<file path="config.mk">
export PLATFORM = sky130hd
export DESIGN_NAME = adc_computation_unit
export DESIGN_NICKNAME = d
export VERILOG_FILES = /design/src/adc_comp_pkg.sv /design/src/adc_computation_unit.sv
export SDC_FILE = /design/constraint.sdc
export NUM_CORES = 1
export LEC_CHECK = 0
export BUFFER_PORTS_ARGS = -buffer_cell sky130_fd_sc_hd__buf_2
export CAP_MARGIN = 20
export CORE_UTILIZATION = 35
export DETAILED_ROUTE_END_ITERATION = 7
export HOLD_SLACK_MARGIN = 0.08
export SETUP_SLACK_MARGIN = 0.5
export SLEW_MARGIN = 20
export SYNTH_ARGS = -nofsm -noshare
export SYNTH_HDL_FRONTEND = slang
export SYNTH_SLANG_ARGS = --single-unit
</file>
<file path="constraint.sdc">
create_clock -name clk_sys_i -period 3.5 [get_ports clk_sys_i]
set_clock_uncertainty 0.15 [all_clocks]
set_input_delay 0.7 -clock clk_sys_i [delete_from_list [all_inputs] [get_ports clk_sys_i]]
set_output_delay 0.7 -clock clk_sys_i [all_outputs]
set_load 0.02 [all_outputs]
</file>
<file path="src/adc_comp_pkg.sv">
package adc_comp_pkg;

    // Register word offsets on the plain register port.
    localparam logic [3:0] OFS_CTRL = 4'h0;
    localparam logic [3:0] OFS_RESULT = 4'h1;
    localparam logic [3:0] OFS_ACC = 4'h2;
    localparam logic [3:0] OFS_COUNT = 4'h3;
    localparam logic [3:0] OFS_FILTER = 4'h4;
    localparam logic [3:0] OFS_PREV = 4'h5;
    localparam logic [3:0] OFS_THRESH = 4'h6;
    localparam logic [3:0] OFS_STATUS = 4'h7;
    localparam logic [3:0] OFS_IRQ_CLR = 4'h8;
    localparam logic [3:0] OFS_IRQ_EN = 4'h9;
    localparam logic [3:0] OFS_START = 4'hA;

    // Control word field positions and the start register bit.
    localparam int MODE_LSB = 0;
    localparam int CLR_BIT = 3;
    localparam int SHIFT_LSB = 4;
    localparam int PSIS_BIT = 7;
    localparam int JUST_BIT = 8;
    localparam int START_BIT = 0;

    // Status and interrupt bit positions.
    localparam int IRQ_THRESH = 0;
    localparam int IRQ_DONE = 1;
    localparam int IRQ_OVF = 2;

    // Reset values.
    localparam logic [8:0] CTRL_RST = 9'h000;
    localparam logic [15:0] THRESH_RST = 16'hFFFF;

    // Conversion time: 11 converter clocks plus 3 instruction cycles.
    localparam int CONV_BASE_CYC = 11;
    localparam int INSTR_CYCLES = 3;
    localparam int INSTR_CYCLE_NS = 16;
    localparam int CLK_PERIOD_NS = 4;
    localparam int CONV_CYC = CONV_BASE_CYC
        + (INSTR_CYCLES * INSTR_CYCLE_NS + CLK_PERIOD_NS - 1) / CLK_PERIOD_NS;

    localparam logic [2:0] SHIFT_MAX = 3'h5;

    // Computation modes.
    typedef enum logic [2:0] {
        MODE_BASIC = 3'h0,
        MODE_ACCUM = 3'h1,
        MODE_AVG = 3'h2,
        MODE_BURST = 3'h3,
        MODE_LPF = 3'h4
    } comp_mode_t;

    // Control fields as software sees them.
    typedef struct packed {
        logic justify_left;
        logic previous_input_select;
        logic [2:0] shift_select;
        logic accumulator_clear_cmd;
        logic [2:0] computation_mode_select;
    } ctrl_t;

    // Register port request.
    typedef struct packed {
        logic [3:0] addr;
        logic [31:0] wdata;
        logic wr;
        logic rd;
    } reg_req_t;

endpackage

</file>
<file path="src/adc_computation_unit.sv">
// What this block does
// - Mode 000 passes results straight through; no accumulation or filtering, threshold works.
// - Mode 001 adds every new conversion result into the accumulator.
// - Accumulator stays right-justified whatever result justification is chosen.
// - In accumulate mode the sample counter increments once per sample and saturates at FFFF.
// - After each accumulation, filter result takes accumulator shifted right by shift select.
// - After each accumulation, threshold comparison runs and may set the threshold flag.
// - Start flag clears after the fixed conversion time from being set.
// - Mode codes: 000 basic, 001 accum, 010 avg, 011 burst, 100 filter; rest reserved.
// - Shift codes 110/111 reserved; divisions by two to the shift truncate.
// - Clear command zeroes accumulator, overflow flag, counter; hardware then drops it.
// - At conversion start previous sample takes filter result or conversion result.
module adc_computation_unit
    import adc_comp_pkg::*;
(
    input wire logic clk_sys_i,
    input wire logic rst_i,
    input wire logic [3:0] reg_addr_i,
    input wire logic [31:0] reg_wdata_i,
    input wire logic reg_wr_i,
    input wire logic reg_rd_i,
    output logic [31:0] reg_rdata_o,
    input wire logic [9:0] sample_data_i,
    output logic conv_start_o,
    output logic irq_o
);

    ////////////////////////////////////////////////////////////////////////////
    // Register port decode.
    reg_req_t req;
    assign req = '{addr: reg_addr_i, wdata: reg_wdata_i, wr: reg_wr_i, rd: reg_rd_i};

    wire wr_ctrl = req.wr && (req.addr == OFS_CTRL);
    wire wr_thresh = req.wr && (req.addr == OFS_THRESH);
    wire wr_irq_clr = req.wr && (req.addr == OFS_IRQ_CLR);
    wire wr_irq_en = req.wr && (req.addr == OFS_IRQ_EN);
    wire wr_start = req.wr && (req.addr == OFS_START) && req.wdata[START_BIT];

    ctrl_t ctrl_ff;
    logic [15:0] thresh_ff;
    logic [2:0] irq_en_ff;
    logic [2:0] status_ff;
    logic [15:0] result_ff;
    logic [15:0] acc_ff;
    logic [15:0] count_ff;
    logic [15:0] filter_ff;
    logic [15:0] prev_ff;
    logic ovf_ff;
    logic busy_ff;
    logic [7:0] conv_cnt_ff;
    logic [31:0] rdata_ff;

    // Sample input comes from the analogue core, so it is synchronised first.
    logic [9:0] sample_s1_ff;
    logic [9:0] sample_s2_ff;
    always_ff @(posedge clk_sys_i) begin
        sample_s1_ff <= sample_data_i;
        sample_s2_ff <= sample_s1_ff;
    end

    ////////////////////////////////////////////////////////////////////////////
    // Mode decoding; reserved codes behave as basic mode.
    function automatic logic is_accumulating(input logic [2:0] m);
        return (m == MODE_ACCUM) || (m == MODE_AVG) || (m == MODE_BURST) || (m == MODE_LPF);
    endfunction

    wire [2:0] mode = ctrl_ff.computation_mode_select;
    wire acc_mode = is_accumulating(mode);
    // Reserved shift codes are clamped to the largest legal shift.
    wire [2:0] shift_eff = (ctrl_ff.shift_select > SHIFT_MAX) ? SHIFT_MAX
                                                             : ctrl_ff.shift_select;

    ////////////////////////////////////////////////////////////////////////////
    // Conversion timing and computation datapath.
    wire conv_done = busy_ff && (conv_cnt_ff == 8'(CONV_CYC - 1));
    wire conv_begin = wr_start && !busy_ff;
    wire [15:0] sample_rj = {6'h00, sample_s2_ff};
    wire [15:0] sample_fmt = ctrl_ff.justify_left ? {sample_s2_ff, 6'h00} : sample_rj;
    wire [16:0] acc_sum = {1'b0, acc_ff} + {1'b0, sample_rj};
    wire [15:0] nxt_acc = acc_sum[15:0];
    wire [15:0] nxt_filter = nxt_acc >> shift_eff;
    // Basic mode compares the raw result; otherwise the freshly filtered value.
    wire [15:0] cmp_value = acc_mode ? nxt_filter : sample_rj;
    wire thresh_hit = conv_done && (cmp_value > thresh_ff);
    wire ovf_event = conv_done && acc_mode && acc_sum[16];
    wire [2:0] irq_events = {ovf_event, conv_done, thresh_hit};
    wire [2:0] irq_clear = wr_irq_clr ? req.wdata[2:0] : 3'h0;

    // Control register; hardware drops the clear command on the same edge that it acts.
    always_ff @(posedge clk_sys_i) begin
        if (rst_i) begin
            ctrl_ff <= ctrl_t'(CTRL_RST);
        end else if (wr_ctrl) begin
            ctrl_ff <= ctrl_t'(req.wdata[8:0]);
        end else if (ctrl_ff.accumulator_clear_cmd) begin
            ctrl_ff.accumulator_clear_cmd <= 1'b0;
        end
    end

    // Threshold and interrupt enable registers.
    always_ff @(posedge clk_sys_i) begin
        if (rst_i) begin
            thresh_ff <= THRESH_RST;
            irq_en_ff <= 3'h0;
        end else begin
            if (wr_thresh) thresh_ff <= req.wdata[15:0];
            if (wr_irq_en) irq_en_ff <= req.wdata[2:0];
        end
    end

    // Sticky status: a new event wins over a clear in the same cycle.
    always_ff @(posedge clk_sys_i) begin
        if (rst_i) begin
            status_ff <= 3'h0;
        end else begin
            status_ff <= (status_ff & ~irq_clear) | irq_events;
        end
    end

    // Conversion sequencer: start flag stays set for the conversion time.
    always_ff @(posedge clk_sys_i) begin
        if (rst_i) begin
            busy_ff <= 1'b0;
            conv_cnt_ff <= 8'h00;
        end else if (conv_begin) begin
            busy_ff <= 1'b1;
            conv_cnt_ff <= 8'h00;
        end else if (conv_done) begin
            busy_ff <= 1'b0;
        end else if (busy_ff) begin
            conv_cnt_ff <= conv_cnt_ff + 8'h01;
        end
    end

    // Previous sample is captured as a conversion starts.
    always_ff @(posedge clk_sys_i) begin
        if (rst_i) begin
            prev_ff <= 16'h0000;
        end else if (conv_begin) begin
            prev_ff <= ctrl_ff.previous_input_select ? filter_ff : result_ff;
        end
    end

    // Result, accumulator, counter and filter update at conversion end.
    always_ff @(posedge clk_sys_i) begin
        if (rst_i) begin
            result_ff <= 16'h0000;
            acc_ff <= 16'h0000;
            count_ff <= 16'h0000;
            filter_ff <= 16'h0000;
            ovf_ff <= 1'b0;
        end else begin
            if (conv_done) result_ff <= sample_fmt;
            if (ctrl_ff.accumulator_clear_cmd) begin
                acc_ff <= 16'h0000;
                count_ff <= 16'h0000;
                ovf_ff <= 1'b0;
            end else if (conv_done && acc_mode) begin
                acc_ff <= nxt_acc;
                count_ff <= (count_ff == 16'hFFFF) ? count_ff : count_ff + 16'h0001;
                filter_ff <= nxt_filter;
                ovf_ff <= ovf_ff | acc_sum[16];
            end
        end
    end

    ////////////////////////////////////////////////////////////////////////////
    // Read data, one cycle after the strobe; unmapped addresses read zero.
    logic [31:0] rd_mux;
    always_comb begin
        case (req.addr)
            OFS_CTRL: rd_mux = {23'h000000, ctrl_ff};
            OFS_RESULT: rd_mux = {16'h0000, result_ff};
            OFS_ACC: rd_mux = {15'h0000, ovf_ff, acc_ff};
            OFS_COUNT: rd_mux = {16'h0000, count_ff};
            OFS_FILTER: rd_mux = {16'h0000, filter_ff};
            OFS_PREV: rd_mux = {16'h0000, prev_ff};
            OFS_THRESH: rd_mux = {16'h0000, thresh_ff};
            OFS_STATUS: rd_mux = {29'h00000000, status_ff};
            OFS_IRQ_EN: rd_mux = {29'h00000000, irq_en_ff};
            OFS_START: rd_mux = {31'h00000000, busy_ff};
            default: rd_mux = 32'h00000000;
        endcase
    end

    always_ff @(posedge clk_sys_i) begin
        if (rst_i) begin
            rdata_ff <= 32'h00000000;
        end else begin
            rdata_ff <= req.rd ? rd_mux : 32'h00000000;
        end
    end

    assign reg_rdata_o = rdata_ff;
    assign conv_start_o = busy_ff;
    assign irq_o = |(status_ff & irq_en_ff);
endmodule // adc_computation_unit

</file>
==> results.md <==
* Min-Delay Path Depth at 0
* GR peak layer: met2
* Post-Syn Area at 0.00821 sq mm
* Min-Delay Endpoint: sample_s2_ff[1]
* Worst hold slack at 0.172 ns
* Register area share after synthesis at 38.5%
* Final WL at 26.5 mm
* Setup WS post-layout at -0.434 ns
* Routed WL per cell at 18.6 um
* Maximum clock rate at 254 MHz
* Largest net degree at the start of global routing at 52
* Worst Path Required at 3.68 ns
* Netlist cell types at 73
* Multiplexer area fraction after synthesis at 5.67%
* H-tree lvl count at 4
* Number of buffers created by CTS at 17
* Mean Syn Cell Area at 8.38 sq um
* Class of the most critical setup path: flop to flop
* Slew HR at 44.3%
* Reg2Reg Capture Point: status_ff[0]
* CP Buf/Inv Count at 2
* Die H at 155 um
* Design area at 0.0102 sq mm
* GP Congestion at 0.901
* Met1 usage at 29.1%
* Sw frac at 27.7%
* DP HPWL at 19.1 mm
* Clk pwr share at 46.3%
* Critical Path Start Type: flop
* Ys flop type: dfxtp_1
* Worst Path Max Fanout at 6
* Clk pin slew, worst setup/hold paths at 0.07 ns
* Crit path top cell by count: buf_4
* Met2 Use GR at 36.4%
* Initial DRT Pass Iterations at 7
* Sequential power share at 45.9%
* Die width at 155 um
* Asr flop ratio synth at 0%
* Final Max Slew Viols at 0
* Initial antenna violation count at 0
* Ports at 84
* FF-to-FF Start: sample_s2_ff[0]
* Status: finished, violations left
* Power dissipated by switching net loads at 1.11 mW
* Core Rows at 55
* Ys Warns at 0
* Internal at 2.89 mW
* Met3 usage at 4.79%
* Main combinational cell family by area after synthesis: compound AO/OA/AOI/OAI gates
* R2R depth at 15
* Via count at 7,818
* ANT nets after route at 0
* CTS sink count at 158
* FF+latch count, synth at 158
* CTS max path bufs at 2
* CP Cell Sequence: ha_4 > fa_2 > a21o_1 > a221o_2 > xnor2_2 > mux4_2 > mux2_2 > o21ai_1 > buf_4 > ha_1 > nand2_1 > buf_4 > o41ai_2 > a21oi_1 > o21a_1
* Pleak at 3.99 nW
* Grt total ovfl at 0
* Maximum VDD drop at 0.272 mV
* Setup Viol. Count Final at 1
* Via/cell ratio at 5.48
* Power per cell area at 392 mW/mm^2
* Vias in the first global route at 7,294
* R2r setup slk at -0.43 ns
* Drt initial violations at 778
* Critical Path AT at 4.12 ns
* HP Class: flop to flop
* # diodes at 0
* CTS root buf: clkbuf_16
* Hold Vio Cnt, Final at 0
* Die area at 0.0241 sq mm
* Setup WS pre-CTS at -0.415 ns
* First-pass GRT wire length at 41.1 mm
* Post-Synth XOR/XNOR Area at 3.84%
* Worst-Skew Late Latency at 0.45 ns
* Logic gate share of total power at 7.7%
* Final worst-path cycle share at 112%
* Slowest CP cell: mux4_2
* Min Tclk post-route at 3.93 ns
* Area growth syn-to-layout at 24.2%
* TNS Setup at -0.434 ns
* Hold Crit Start: sample_s1_ff[1]
* Post-Synth Simple-Gate Area at 20.3%
* Worst Tran Pin Value at 0.835 ns
* Gr usage total at 22.6%
* Max-Cap Viols at 0
* CTS tree: done
* DRC at 0
* Family with the most delay on the worst path: compound AO/OA/AOI/OAI gates
* Initial Util at 35.9%
* EDFF count, synth at 0
* Port-buffer cells at 52
* RSZ-0062 raised after global routing: yes
* Post-synthesis compound-gate area fraction at 21.0%
* Nets at 1,180
* Failing checks: setup timing
* Synth Instances at 979
* Share of cells above drive strength 1 at 22.8%
* Placed cell area at 0.00943 sq mm
* Largest stage delay, worst path at 0.46 ns
* Post-Synth Adder-Cell Area at 4.67%
* Core area at 0.0228 sq mm
* Worst setup EP type: flop
kinds of logic (layout without fill, tap and decap cells):
group / count (synthesis) / after routing
simple gates: 355 / 355
mux: 41 / 41
xor+xnor: 36 / 36
fa+ha+maj: 30 / 30
buf+inv: 110 / 230
other cells: 1 / 15
compound gates: 248 / 248
flops: 158 / 158
per-stage QoR:
step	cells	utilization (%)	power [mW]
floorplan	993	-	2.05
detailed placement	1388	41.3	2.17
global route	1426	44.6	4.13
global placement	1388	41.3	2.17
finish	1426	44.6	4.00
CTS	1423	44.1	4.01
power groups by stage:
stage / registers (mW) / logic (mW) / clock network [mW]
6_report: 1.84 / 0.309 / 1.85
5_1_grt: 1.84 / 0.332 / 1.96
4_1_cts: 1.84 / 0.298 / 1.87
3_5_place_dp: 1.88 / 0.292 / 0
3_3_place_gp: 1.88 / 0.291 / 0
2_1_floorplan: 1.87 / 0.175 / 0
worst max path at each step:
stage	from	endpoint	slack, ns	depth (start not counted)
floorplan	acc_ff[0]	status_ff[0]	-0.13	16
global placement	acc_ff[0]	status_ff[0]	-0.40	17
detailed placement	acc_ff[0]	status_ff[0]	-0.41	17
CTS	acc_ff[0]	status_ff[0]	-0.37	17
global route	sample_s2_ff[0]	status_ff[0]	-0.61	17
finish	sample_s2_ff[0]	status_ff[0]	-0.43	15
cells in the mapped netlist, types with 11 or more instances:
cell type,count,share of area (%)
mux2i_1,33,4.0
xnor2_1,21,2.2
nor3_1,16,0.98
xor2_1,15,1.6
o21ai_0,24,1.5
clkbuf_1,58,2.7
a211oi_1,31,2.8
nor2_1,106,4.8
ha_1,29,4.4
a22oi_1,33,3.0
a31oi_1,19,1.4
nand3b_1,11,1.0
nand4_1,14,1.1
nand2_1,92,4.2
or3_1,12,0.91
inv_1,27,1.2
buf_4,15,1.4
a21oi_1,65,4.0
dfxtp_1,158,39
nand3_1,66,4.0
repair_timing:
item                                   CTS  global route
setup endpoints to repair                3            10
buffers inserted                         3             3
endpoints found under the hold margin    0             0
pin swaps                                2            18
hold buffers                             0             0
resized for setup                        6            24
layout by cell type (no fill, tap or decap), drive strengths merged, types with 4 or more instances in the layout:
| cell type | synthesis | final |
|---|---|---|
| a211oi | 32 | 32 |
| a21o | 10 | 10 |
| a21oi | 66 | 66 |
| a221oi | 6 | 6 |
| a222oi | 9 | 9 |
| a22o | 4 | 4 |
| a22oi | 33 | 33 |
| a311oi | 5 | 5 |
| a31oi | 19 | 19 |
| and3 | 10 | 10 |
| and4 | 4 | 4 |
| buf | 23 | 169 |
| clkbuf | 58 | 17 |
| clkinv | 2 | 5 |
| clkinvlp | 0 | 4 |
| conb | 1 | 15 |
| dfxtp | 158 | 158 |
| ha | 29 | 29 |
| inv | 27 | 35 |
| mux2 | 4 | 4 |
| mux2i | 33 | 33 |
| mux4 | 4 | 4 |
| nand2 | 92 | 92 |
| nand2b | 4 | 4 |
| nand3 | 66 | 66 |
| nand3b | 11 | 11 |
| nand4 | 14 | 14 |
| nor2 | 106 | 106 |
| nor2b | 6 | 6 |
| nor3 | 17 | 17 |
| nor4 | 6 | 6 |
| o211ai | 7 | 7 |
| o21a | 7 | 7 |
| o21ai | 26 | 26 |
| or3 | 12 | 12 |
| xnor2 | 21 | 21 |
| xor2 | 15 | 15 |
metal layers:
layer | vias up | routed length (um)
met5 | - | 0
met4 | 0 | 905
met3 | 50 | 1630
met2 | 263 | 12200
met1 | 3730 | 11800
li1 | 3775 | -
flip-flops by register name, summed over array words and instances, names as in the netlist:
signal        count
sample_s1_ff     10
sample_s2_ff     10
thresh_ff        16
count_ff         16
prev_ff          16
filter_ff        16
conv_cnt_ff       8
reg_rdata_o      17
conv_start_o      1
irq_en_ff         3
ovf_ff            1
acc_ff           16
mode              3
ctrl_ff           6
result_ff        16
status_ff         3
worst register-to-register path, delay by kind of cell, from the launching register on:
family / cells / cell delay, ns
AOI/OAI and AO/OA: 6 / 1.40
muxes: 2 / 0.77
adders and majority gates: 3 / 0.64
DFF: 1 / 0.34
buffers and inverters: 2 / 0.28
xor gates and xnor gates: 1 / 0.20
and+or+nand+nor: 1 / 0.06
layout make-up:
cell class / count / area (sq um)
clock buffer: 17 / 425
sequential: 158 / 3170
clock inverter: 15 / 153
multi-input combinational: 725 / 4780
inverter: 29 / 109
tap: 313 / 392
timing repair buffer: 169 / 1170
fill: 2274 / 12700
Note: power is estimated with default switching activity, not from simulation.
